<file path="config.mk">
export PLATFORM = sky130hd
export DESIGN_NAME = monitor_mode_debug_abort
export DESIGN_NICKNAME = d
export VERILOG_FILES = /design/src/logic/match_unit.v /design/src/logic/pin_sync.v /design/src/logic/monitor_mode_debug_abort.v
export VERILOG_INCLUDE_DIRS = /design/src /design/src/logic
export SDC_FILE = /design/constraint.sdc
export NUM_CORES = 1
export LEC_CHECK = 0
export BUFFER_PORTS_ARGS = -buffer_cell sky130_fd_sc_hd__buf_2
export CORE_AREA = 2 2 151 227
export DETAILED_ROUTE_END_ITERATION = 7
export DIE_AREA = 0 0 153 229
export PLACE_DENSITY_LB_ADDON = 0.05
export SLEW_MARGIN = 20
export SYNTH_ARGS = -nofsm -noshare
export SYNTH_HDL_FRONTEND = slang
export SYNTH_SLANG_ARGS = --single-unit
</file>
<file path="constraint.sdc">
create_clock -name clk_in -period 4.53 [get_ports clk_in]
set_input_delay 0.453 -clock clk_in [delete_from_list [all_inputs] [get_ports clk_in]]
set_output_delay 0.453 -clock clk_in [all_outputs]
set_load 0.02 [all_outputs]
</file>
<file path="src/logic/mon_debug_map.vh">
// Purpose: Shared constants for the monitor-mode debug abort block.
// Assumes: Plain register port, 32-bit words, one clock.
// Notes:   Offsets are word addresses on the register port.
//
// Contract
// - Control bit 4 enables monitor mode
// - Breakpoint gives prefetch abort, watchpoint data abort; code drops the prefetch abort when a data abort fires in the same cycle
// - No data-value or range matching in monitor
// - Match terms limited to listed qualifiers only
// - External break/watch requests ignored in monitor
// - Record monitor abort in status flag
// - Watchpoint register write suppresses matches that cycle
// - Watchpoints compare data address, breakpoints instruction address
// - One further execute cycle before watchpoint response
// - Complete load/store, then data abort
// - Watchpoint link is last unexecuted address plus 4
// - Breakpoint link as ordinary prefetch abort
// - External abort wins; status flag stays clear
// - Status flag is read/write bit 0
`ifndef MON_DEBUG_MAP_VH
`define MON_DEBUG_MAP_VH

`define DBG_CTRL_OFS      4'h0
`define DBG_STAT_OFS      4'h1
`define BKPT_ADDR_OFS     4'h2
`define BKPT_MASK_OFS     4'h3
`define BKPT_CTRL_OFS     4'h4
`define WPT_ADDR_OFS      4'h5
`define WPT_MASK_OFS      4'h6
`define WPT_CTRL_OFS      4'h7
`define CORE_STAT_OFS     4'h8

`define CTRL_MON_EN_BIT   4
`define CTRL_SSTEP_BIT    3
`define CTRL_RESET_VAL    32'h00000000
`define STAT_ABT_BIT      0

// Unit control field positions
`define UC_EN_BIT         0
`define UC_PRIV_CARE_BIT  1
`define UC_PRIV_VAL_BIT   2
`define UC_WR_CARE_BIT    3
`define UC_WR_VAL_BIT     4
`define UC_SIZE_CARE_BIT  5
`define UC_SIZE_LO_BIT    6
`define UC_SIZE_HI_BIT    7
`define UC_EXT_CARE_BIT   8
`define UC_EXT_VAL_BIT    9
`define UC_CHAIN_BIT      10
`define UC_RESET_VAL      11'h000

`define LINK_ADJUST       32'h00000004
`define WPT_EXTRA_CYCLES  1'b1

`endif

</file>
<file path="src/logic/match_unit.v">
// Purpose: One address comparator with qualifier terms.
// Assumes: Control word layout from mon_debug_map.vh.
// Notes:   Compares addresses only; no data or range terms.
`include "mon_debug_map.vh"
module match_unit #(
    parameter AW = 32                      // Address width
) (
    input  wire [AW-1:0] addr_in,          // Access address
    input  wire [AW-1:0] cmp_addr_in,      // Compare value
    input  wire [AW-1:0] cmp_mask_in,      // Ones ignore a bit
    input  wire [10:0]   ctrl_in,          // Unit control word
    input  wire          priv_in,          // Privileged access
    input  wire          write_in,         // Write direction
    input  wire [1:0]    size_in,          // Access size
    input  wire          ext_in,           // External qualifier
    input  wire          chain_in,         // Chained partner hit
    output wire          hit_out           // Combined match
);
    // Per-term qualifier checks
    wire addr_ok  = ((addr_in ^ cmp_addr_in) & ~cmp_mask_in) == {AW{1'b0}};
    wire priv_ok  = ~ctrl_in[`UC_PRIV_CARE_BIT] | (priv_in == ctrl_in[`UC_PRIV_VAL_BIT]);
    wire wr_ok    = ~ctrl_in[`UC_WR_CARE_BIT] | (write_in == ctrl_in[`UC_WR_VAL_BIT]);
    wire size_ok  = ~ctrl_in[`UC_SIZE_CARE_BIT] |
                    (size_in == ctrl_in[`UC_SIZE_HI_BIT:`UC_SIZE_LO_BIT]);
    wire ext_ok   = ~ctrl_in[`UC_EXT_CARE_BIT] | (ext_in == ctrl_in[`UC_EXT_VAL_BIT]);
    wire chain_ok = ~ctrl_in[`UC_CHAIN_BIT] | chain_in;

    // Only listed terms take part
    assign hit_out = ctrl_in[`UC_EN_BIT] & addr_ok & priv_ok & wr_ok &
                     size_ok & ext_ok & chain_ok;
endmodule

</file>
<file path="src/logic/pin_sync.v">
// Purpose: Two-flop synchroniser for pin inputs.
// Assumes: Inputs are levels from outside the clock domain.
// Notes:   First stage is read only by the second.
module pin_sync #(
    parameter W = 1                        // Bus width
) (
    input  wire         clk_in,            // Core clock
    input  wire         reset_n_in,        // Async reset, low
    input  wire [W-1:0] d_in,              // Raw pin levels
    output reg  [W-1:0] q_out              // Synchronised levels
);
    reg [W-1:0] meta_q;                    // First stage

    // Two stages
    always @(posedge clk_in or negedge reset_n_in) begin
        if (!reset_n_in) begin
            meta_q <= {W{1'b0}};
            q_out  <= {W{1'b0}};
        end else begin
            meta_q <= d_in;
            q_out  <= meta_q;
        end
    end
endmodule

</file>
<file path="src/logic/monitor_mode_debug_abort.v">
// Purpose: Monitor-mode breakpoint/watchpoint abort logic.
// Assumes: Core pipeline signals on clk_in; external requests are pins.
// Notes:   Aborts only while monitor enable is set.
`include "mon_debug_map.vh"
module monitor_mode_debug_abort #(
    parameter AW = 32                      // Address width
) (
    input  wire          clk_in,           // Core clock
    input  wire          reset_n_in,       // Async reset, low
    input  wire [3:0]    reg_addr_in,      // Register word address
    input  wire [31:0]   reg_wdata_in,     // Register write data
    input  wire          reg_wr_in,        // Write strobe
    input  wire          reg_rd_in,        // Read strobe
    output reg  [31:0]   reg_rdata_out,    // Read data, next cycle
    input  wire          fetch_valid_in,   // Instruction fetch valid
    input  wire [AW-1:0] fetch_addr_in,    // Instruction address
    input  wire          instr_priv_indicator_in,  // Fetch privileged
    input  wire          instr_set_state_bit_in,   // Fetch state bit
    input  wire          fetch_ext_abort_in,       // External fetch abort
    input  wire          data_valid_in,    // Data access valid
    input  wire [AW-1:0] data_addr_in,     // Data address
    input  wire          data_write_in,    // Data write direction
    input  wire [1:0]    data_access_size_in,      // Data access size
    input  wire          data_priv_indicator_in,   // Data privileged
    input  wire          data_ext_abort_in,        // External data abort
    input  wire [AW-1:0] next_pc_in,       // Last unexecuted instr address
    input  wire          external_watch_qualifier_in, // Pin qualifier
    input  wire          ext_bkpt_req_in,  // Pin external breakpoint
    input  wire          ext_wpt_req_in,   // Pin external watchpoint
    output reg           prefetch_abort_out,  // Prefetch abort pulse
    output reg           data_abort_out,      // Data abort pulse
    output reg  [AW-1:0] abort_link_out,      // Link value for abort
    output wire          halt_req_out,        // Halt request (non-monitor)
    output wire          monitor_abort_flag_out  // Status flag level
);
    ////////////////////////////////////////////////////////////////////
    // Registers
    reg [31:0]   dbg_ctrl_q;               // Debug control
    reg          abt_flag_q;               // Monitor abort status
    reg [AW-1:0] bkpt_addr_q;              // Breakpoint address
    reg [AW-1:0] bkpt_mask_q;              // Breakpoint mask
    reg [10:0]   bkpt_ctrl_q;              // Breakpoint control
    reg [AW-1:0] wpt_addr_q;               // Watchpoint address
    reg [AW-1:0] wpt_mask_q;               // Watchpoint mask
    reg [10:0]   wpt_ctrl_q;               // Watchpoint control
    reg          wpt_pend_q;               // Watchpoint waiting
    reg          wpt_delay_q;              // Extra execute cycle counter
    reg [AW-1:0] wpt_link_q;               // Captured link value
    reg          halt_q;                   // Halt-mode request level

    wire mon_en = dbg_ctrl_q[`CTRL_MON_EN_BIT];

    ////////////////////////////////////////////////////////////////////
    // Pin synchronisers
    wire [2:0] pins_s;                     // Synced ext qualifier/bkpt/wpt
    pin_sync #(
        .W (3)
    ) u_sync (
        .clk_in     (clk_in),
        .reset_n_in (reset_n_in),
        .d_in       ({external_watch_qualifier_in, ext_bkpt_req_in, ext_wpt_req_in}),
        .q_out      (pins_s)
    );
    wire ext_qual_s = pins_s[2];           // Qualifier
    wire ext_bkpt_s = pins_s[1];           // External breakpoint
    wire ext_wpt_s  = pins_s[0];           // External watchpoint

    ////////////////////////////////////////////////////////////////////
    // Write decode
    function wr_hit;
        input [3:0] a;
        input [3:0] ofs;
        input       wr;
        begin
            wr_hit = wr & (a == ofs);
        end
    endfunction

    wire wr_ctrl  = wr_hit(reg_addr_in, `DBG_CTRL_OFS, reg_wr_in);
    wire wr_stat  = wr_hit(reg_addr_in, `DBG_STAT_OFS, reg_wr_in);
    wire wr_wunit = wr_hit(reg_addr_in, `WPT_ADDR_OFS, reg_wr_in) |
                    wr_hit(reg_addr_in, `WPT_MASK_OFS, reg_wr_in) |
                    wr_hit(reg_addr_in, `WPT_CTRL_OFS, reg_wr_in);

    ////////////////////////////////////////////////////////////////////
    // Comparators
    wire bkpt_raw;                         // Breakpoint comparator
    wire wpt_raw;                          // Watchpoint comparator

    // Breakpoint on instruction address; size term is state bit
    match_unit #(
        .AW (AW)
    ) u_bkpt (
        .addr_in     (fetch_addr_in),
        .cmp_addr_in (bkpt_addr_q),
        .cmp_mask_in (bkpt_mask_q),
        .ctrl_in     (bkpt_ctrl_q),
        .priv_in     (instr_priv_indicator_in),
        .write_in    (1'b0),
        .size_in     ({1'b0, instr_set_state_bit_in}),
        .ext_in      (ext_qual_s),
        .chain_in    (wpt_raw),
        .hit_out     (bkpt_raw)
    );

    // Watchpoint on data address
    match_unit #(
        .AW (AW)
    ) u_wpt (
        .addr_in     (data_addr_in),
        .cmp_addr_in (wpt_addr_q),
        .cmp_mask_in (wpt_mask_q),
        .ctrl_in     (wpt_ctrl_q),
        .priv_in     (data_priv_indicator_in),
        .write_in    (data_write_in),
        .size_in     (data_access_size_in),
        .ext_in      (ext_qual_s),
        .chain_in    (1'b1),
        .hit_out     (wpt_raw)
    );

    // Qualified hits; watch unit suppressed in its update cycle
    wire bkpt_hit = fetch_valid_in & bkpt_raw;
    wire wpt_hit  = data_valid_in & wpt_raw & ~wr_wunit;

    // Monitor-mode aborts; external abort takes priority
    wire mon_pabt = mon_en & bkpt_hit & ~fetch_ext_abort_in;
    wire wpt_fire = wpt_pend_q & (wpt_delay_q == 1'b0);
    wire mon_dabt = mon_en & wpt_fire;

    // Halt path only outside monitor mode; external requests ignored there
    assign halt_req_out = halt_q;
    assign monitor_abort_flag_out = abt_flag_q;

    ////////////////////////////////////////////////////////////////////
    // Register writes
    always @(posedge clk_in or negedge reset_n_in) begin
        if (!reset_n_in) begin
            dbg_ctrl_q  <= `CTRL_RESET_VAL;
            bkpt_addr_q <= {AW{1'b0}};
            bkpt_mask_q <= {AW{1'b0}};
            bkpt_ctrl_q <= `UC_RESET_VAL;
            wpt_addr_q  <= {AW{1'b0}};
            wpt_mask_q  <= {AW{1'b0}};
            wpt_ctrl_q  <= `UC_RESET_VAL;
        end else if (reg_wr_in) begin
            case (reg_addr_in)
                `DBG_CTRL_OFS:  dbg_ctrl_q  <= reg_wdata_in;
                `BKPT_ADDR_OFS: bkpt_addr_q <= reg_wdata_in[AW-1:0];
                `BKPT_MASK_OFS: bkpt_mask_q <= reg_wdata_in[AW-1:0];
                `BKPT_CTRL_OFS: bkpt_ctrl_q <= reg_wdata_in[10:0];
                `WPT_ADDR_OFS:  wpt_addr_q  <= reg_wdata_in[AW-1:0];
                `WPT_MASK_OFS:  wpt_mask_q  <= reg_wdata_in[AW-1:0];
                `WPT_CTRL_OFS:  wpt_ctrl_q  <= reg_wdata_in[10:0];
                default: begin
                    // Other offsets store nothing here
                end
            endcase
        end
    end

    ////////////////////////////////////////////////////////////////////
    // Monitor abort status flag: set wins over software write
    always @(posedge clk_in or negedge reset_n_in) begin
        if (!reset_n_in) begin
            abt_flag_q <= 1'b0;
        end else if (mon_pabt | mon_dabt) begin
            abt_flag_q <= 1'b1;
        end else if (wr_stat) begin
            abt_flag_q <= reg_wdata_in[`STAT_ABT_BIT];
        end
    end

    ////////////////////////////////////////////////////////////////////
    // Watchpoint delay: access completes, one more execute cycle
    always @(posedge clk_in or negedge reset_n_in) begin
        if (!reset_n_in) begin
            wpt_pend_q  <= 1'b0;
            wpt_delay_q <= 1'b0;
            wpt_link_q  <= {AW{1'b0}};
        end else if (wpt_pend_q) begin
            if (wpt_delay_q != 1'b0) begin
                wpt_delay_q <= wpt_delay_q - 1'b1;
            end else begin
                wpt_pend_q <= 1'b0;
            end
        end else if (mon_en & wpt_hit & ~data_ext_abort_in) begin
            wpt_pend_q  <= 1'b1;
            wpt_delay_q <= `WPT_EXTRA_CYCLES;
            wpt_link_q  <= next_pc_in + `LINK_ADJUST;
        end
    end

    ////////////////////////////////////////////////////////////////////
    // Abort outputs and link
    always @(posedge clk_in or negedge reset_n_in) begin
        if (!reset_n_in) begin
            prefetch_abort_out <= 1'b0;
            data_abort_out     <= 1'b0;
            abort_link_out     <= {AW{1'b0}};
        end else begin
            prefetch_abort_out <= mon_pabt & ~mon_dabt;
            data_abort_out     <= mon_dabt;
            if (mon_dabt) begin
                abort_link_out <= wpt_link_q;
            end else if (mon_pabt) begin
                abort_link_out <= fetch_addr_in + `LINK_ADJUST;
            end
        end
    end

    ////////////////////////////////////////////////////////////////////
    // Halt request outside monitor mode only
    always @(posedge clk_in or negedge reset_n_in) begin
        if (!reset_n_in) begin
            halt_q <= 1'b0;
        end else begin
            halt_q <= ~mon_en & (bkpt_hit | wpt_hit | ext_bkpt_s | ext_wpt_s);
        end
    end

    ////////////////////////////////////////////////////////////////////
    // Read data, one cycle after the strobe
    always @(posedge clk_in or negedge reset_n_in) begin
        if (!reset_n_in) begin
            reg_rdata_out <= 32'h00000000;
        end else if (reg_rd_in) begin
            case (reg_addr_in)
                `DBG_CTRL_OFS:  reg_rdata_out <= dbg_ctrl_q;
                `DBG_STAT_OFS:  reg_rdata_out <= {31'h00000000, abt_flag_q};
                `BKPT_ADDR_OFS: reg_rdata_out <= bkpt_addr_q;
                `BKPT_MASK_OFS: reg_rdata_out <= bkpt_mask_q;
                `BKPT_CTRL_OFS: reg_rdata_out <= {21'h000000, bkpt_ctrl_q};
                `WPT_ADDR_OFS:  reg_rdata_out <= wpt_addr_q;
                `WPT_MASK_OFS:  reg_rdata_out <= wpt_mask_q;
                `WPT_CTRL_OFS:  reg_rdata_out <= {21'h000000, wpt_ctrl_q};
                `CORE_STAT_OFS: reg_rdata_out <= {29'h00000000, halt_q, wpt_pend_q, mon_en};
                default:        reg_rdata_out <= 32'h00000000;
            endcase
        end else begin
            reg_rdata_out <= 32'h00000000;
        end
    end
endmodule

</file>
* Word-level counts from Yosys, hierarchy flattened *
Index checks and enable logic that the tools add are counted.

cells by class
  equal/unequal tests = 15
  add/sub/neg operators = 3
  multiplexer cells = 12
  reduce and logical (&&, ||, !) cells = 14
  bitwise gates (word level) = 64

operators with widths
  operator                                                               count
  32-bit case mux with 9 select lines                                    1
  32-bit 2-to-1 mux                                                      3
  32-bit by 3-bit adder with 32-bit output, second input constant        2
  32-bit AND                                                             2
  32-bit zero test                                                       2
  32-bit inverter                                                        2
  32-bit bitwise XOR                                                     2
  1-bit AND                                                              26
  1-bit inverter                                                         17
  4-bit by 3-bit equality test with 1-bit output, second input constant  4
  2-bit AND reduction                                                    8
  1-bit OR                                                               15
  4-bit by 2-bit equality test with 1-bit output, second input constant  2
  1-bit 2-to-1 mux                                                       8
  2-bit nonzero test                                                     3
  1-bit equality test                                                    5
  4-bit by 1-bit equality test with 1-bit output, second input constant  1
  4-bit equality test, second input constant                             1
  4-bit zero test                                                        1
  1-bit by 2-bit equality test with 1-bit output                         1
  2-bit equality test                                                    1
  1-bit subtractor, second input constant                                1

word-level totals
  output and inout bits = 68
  input port bits = 149
  flip-flop bits (word level) = 290
  logic and storage cells = 126

* Logic depth before layout (Yosys ltp) *
  word-level depth = 15
  gate-level depth with buffers = 9
  depth with buffers taken out = 8

* Modules after synthesis *
A second synthesis with hierarchy kept.

unflattened totals
  cells, all modules = 1120
  area, all modules = 13595.5 um^2

modules (own cells, without submodules)
  module                    cells an instance  area an instance (um^2)  seq. area each (um^2)  instances
  monitor_mode_debug_abort  976                12414.4                  7106.8                 1
  match_unit                69                 515.5                    0.0                    2
  pin_sync                  6                  150.1                    150.1                  1

* Least setup slack after synthesis *
No wires, ideal clock.

  kind = input port to flip-flop
  start = in data_write_in
  end = reg wpt_link_q[27]
  data arrival time = 2.070 ns
  path slack = 2.333 ns
  buffers on the path = 2
  required time = 4.403 ns
  stages on the path = 9
  library setup time = 0.127 ns
  cells stage by stage = xor2_1 o2bb2ai_1 nor4_1 nand4_1 nor3_1 and3_1 buf_6 buf_12 mux2_1

between the ends
  word-level cells in the longest chain between the ends = 10

RTL lines
  what                           line                            source
  start, declared                monitor_mode_debug_abort.v:22   input wire data_write_in,
  1-bit equality test            match_unit.v:22                 wire wr_ok = ~ctrl_in[`UC_WR_CARE_BIT] | (write_in == ctrl_in[`UC_WR_VAL_BIT]);
  1-bit OR                       match_unit.v:22
  1-bit AND (3 in series)        match_unit.v:29                 assign hit_out = ctrl_in[`UC_EN_BIT] & addr_ok & priv_ok & wr_ok &
  1-bit AND (2 in series)        monitor_mode_debug_abort.v:124  wire wpt_hit = data_valid_in & wpt_raw & ~wr_wunit;
  1-bit AND (2 in series)        monitor_mode_debug_abort.v:187  end else if (mon_en & wpt_hit & ~data_ext_abort_in) begin
  2-bit AND reduction (no line)  -
  end signal, assigned           monitor_mode_debug_abort.v:180  wpt_link_q <= {AW{1'b0}};
  end signal, assigned           monitor_mode_debug_abort.v:190  wpt_link_q <= next_pc_in + `LINK_ADJUST;
  end, declared                  monitor_mode_debug_abort.v:48   reg [AW-1:0] wpt_link_q;

Every way passes these cells.
A chain may end at the register's enable or synchronous reset.

* Final worst setup path *
  start = reg wpt_ctrl_q[4]
  end = reg wpt_link_q[28]

between the ends
  word-level cells in the longest chain between the ends = 10

RTL lines
  what                           line                            source
  start, declared                monitor_mode_debug_abort.v:45   reg [10:0] wpt_ctrl_q;
  start signal, assigned         monitor_mode_debug_abort.v:145  wpt_ctrl_q <= `UC_RESET_VAL;
  start signal, assigned         monitor_mode_debug_abort.v:154  `WPT_CTRL_OFS: wpt_ctrl_q <= reg_wdata_in[10:0];
  1-bit equality test            match_unit.v:22
  1-bit OR                       match_unit.v:22
  1-bit AND (3 in series)        match_unit.v:29
  1-bit AND (2 in series)        monitor_mode_debug_abort.v:124
  1-bit AND (2 in series)        monitor_mode_debug_abort.v:187
  2-bit AND reduction (no line)  -

Every way passes these cells.

==> flow_summary.json <==
{
  "relSlewSlack_pct": 25.0,
  "p_per_area_mw_per_mm2": 420,
  "fin_util_pct": 49.0,
  "grt_max_degree": 111,
  "cp_max_fo": 34,
  "synth-seq-area-share_pct": 52.7,
  "grt.total_usage_pct": 25.1,
  "remaining_drc_errors": 0,
  "detail_route.wl_per_cell_um": 25.4,
  "final_cell_mix": "290 x dfrtp_1, 215 x buf_2, 116 x mux2_2",
  "outcome": "complete, no violations",
  "coreArea_sq_mm": 0.0331,
  "routed_wl_um": 44000,
  "final_common_cell": "dfrtp_1",
  "gp_congestion": 0.839,
  "fin_crit_sh_pct": 70.5,
  "start_kind": "flip-flop",
  "fmax_mhz": 313,
  "synth_simple_gate_area_share_pct": 7.55,
  "p_total_mw": 6.82,
  "groute.layer.met3.usage_pct": 3.73,
  "setup_viol_count_final": 0,
  "grtUsageMet2_pct": 44.6,
  "dieArea_sq_mm": 0.0350,
  "drive_gt1_share_pct": 33.1,
  "cpPeakStageDelay_ns": 0.46,
  "use_met1_pct": 30.7,
  "ir_worst_vdd_mv": 0.209,
  "post_cts_buffers": 0,
  "root_buffer": "clkbuf_16",
  "die_h_um": 229,
  "grt_setup_unrepaired": "false",
  "finalClockSkew_ns": 0.0123,
  "grt_pass1_vias": 10400,
  "top_usage_layer": "met2",
  "start_util_pct": 41.6,
  "clock_sinks": 290,
  "tns_ns": 0,
  "yosys.area_share.adder_pct": 0.182,
  "synthMuxAreaShare_pct": 18.6,
  "grt_pass1_wl_um": 66400,
  "syn2layout_area_growth_pct": 17.9,
  "synth_xor_area_share_pct": 8.08,
  "clock_latency_ns": 0.56,
  "num_io_pins": 217,
  "criticalPathCategory": "reg2reg",
  "async_flop_share_pct": 100,
  "htreeDepth": 1,
  "synth-compound-area-share_pct": 10.4,
  "via_count": 9959,
  "ys_ff_latch": 290,
  "final_nets": 1444,
  "drtIter0Drc": 680,
  "hold_violations": 0,
  "slew_violations": 0,
  "syn_area_sq_mm": 0.0138,
  "cts_tree": "done",
  "syn_inst": 1078,
  "port_buffers": 216,
  "numCtsBuffers": 29,
  "synth_edf_count": 0,
  "cpMaxStageDelayCell": "buf_4",
  "min_path_type": "in2reg",
  "antenna_left": 0,
  "grt_overflow_total": 0,
  "power.leakage_nw": 7.38,
  "tightest_slew_ns": 1.12,
  "drv_cap": 0,
  "post_cts_resized": 0,
  "crit_required_ns": 4.97,
  "die-width_um": 153,
  "dp_hpwl_um": 31200,
  "antenna_found_initial": 4,
  "cts.path.max_buffers": 3,
  "path_clk_slew_ns": 0.06,
  "path_cells": "xor2_1 -> o2bb2ai_1 -> nor4_1 -> nand4_1 -> nor3_1 -> and3_2 -> buf_4 -> mux2_1",
  "holdBufCountCts": 4,
  "synth_top_family_by_area": "multiplexers",
  "cp.arrival_ns": 3.63,
  "finalHoldWorstSlack_ns": 0.105,
  "ys_warn_count": 0,
  "endpoint_kind": "flip-flop",
  "yosysUniqueCellTypes": 56,
  "avgSynthCellArea_sq_um": 12.8,
  "syn_nets": 1229,
  "rows": 82,
  "synth_top_flop_cell": "dfrtp_1",
  "min_period_ns": 3.19,
  "dr.pass1.iters": 5,
  "vias_per_cell": 5.75
}
==> state kept, by name, indices dropped and copies added, names as in the netlist, 3 cells and up <==
register	flops
bkpt_ctrl_q	11
dbg_ctrl_q	32
u_sync.meta_q	3
wpt_mask_q	32
reg_rdata_out	32
bkpt_mask_q	32
u_sync.q_out	3
bkpt_addr_q	32
wpt_ctrl_q	11
wpt_link_q	32
abort_link_out	32
wpt_addr_q	32
==> stage by stage <==
step           std cells  setup WS (ns)  area, sq um
2_1_floorplan       1078           2.33        13800
3_3_place_gp        1678           1.28        15300
3_5_place_dp        1678           1.23        15300
4_1_cts             1732           1.35        16200
5_1_grt             1732           1.16        16200
6_report            1733           1.34        16200
==> cell type report <==
type | instances | area, sq um
timing repair buffer | 239 | 1290
clock inverter | 2 | 10.0
sequential | 290 | 7260
antenna | 1 | 2.50
multi-input combinational | 724 | 6220
inverter | 9 | 33.8
fill | 3066 | 16900
clock buffer | 48 | 897
tap | 420 | 526
==> path summary, 6_finish.rpt <==
path / startpoint / to / slack [ns] / cells after the start
setup / recovery: wpt_ctrl_q[4] / wpt_link_q[28] / 1.34 / 8
setup reg to reg: wpt_ctrl_q[4] / wpt_link_q[28] / 1.34 / 8
min in group asynchronous: reset_n_in / wpt_addr_q[4] / 0.55 / 2
max in group asynchronous: reset_n_in / dbg_ctrl_q[21] / 2.93 / 3
hold reg to reg: u_sync.meta_q[1] / u_sync.q_out[1] / 0.35 / 0
hold / removal: next_pc_in[2] / wpt_link_q[2] / 0.11 / 2
==> worst max-delay path: cells and delay by family, from the launching register on <==
kind	cells	cell delay, ns
AO/OA/AOI/OAI	1	0.18
flip-flops	1	0.43
buffers and inverters	1	0.46
XOR/XNOR	1	0.18
AND/OR/NAND/NOR	4	1.38
multiplexers	1	0.38
==> cells in the mapped netlist, drive strengths merged (26+ instances only) <==
cell      n  share of area, %
a221o    32               2.3
a222oi   30               2.2
a22oi    34               1.9
and2     32               1.5
buf      27               1.4
clkbuf   28              0.76
dfrtp   290                53
mux2    213                18
nand2    44               1.2
nand3    26              0.98
nor2     26              0.71
o22ai    28               1.3
xnor2   101               6.4
xor2     26               1.7
==> routing by layer <==
layer / routed length (um) / vias up
li1: - / 4444
met5: 44 / -
met3: 2670 / 90
met4: 1770 / 6
met1: 16900 / 5045
met2: 22600 / 374
==> power by group <==
part	internal, mW	switching (mW)
Combinational	0.555	0.559
Clock	1.33	1.01
Sequential	2.99	0.374
Total	4.88	1.95
==> cells by family after synthesis <==
logic type / count (synthesis)
DFF: 290
muxes: 222
and+or+nand+nor: 188
AOI/OAI and AO/OA: 185
xor gates and xnor gates: 127
buffers and inverters: 64
adders and majority gates: 2
Power figures use the tool's default switching activity.
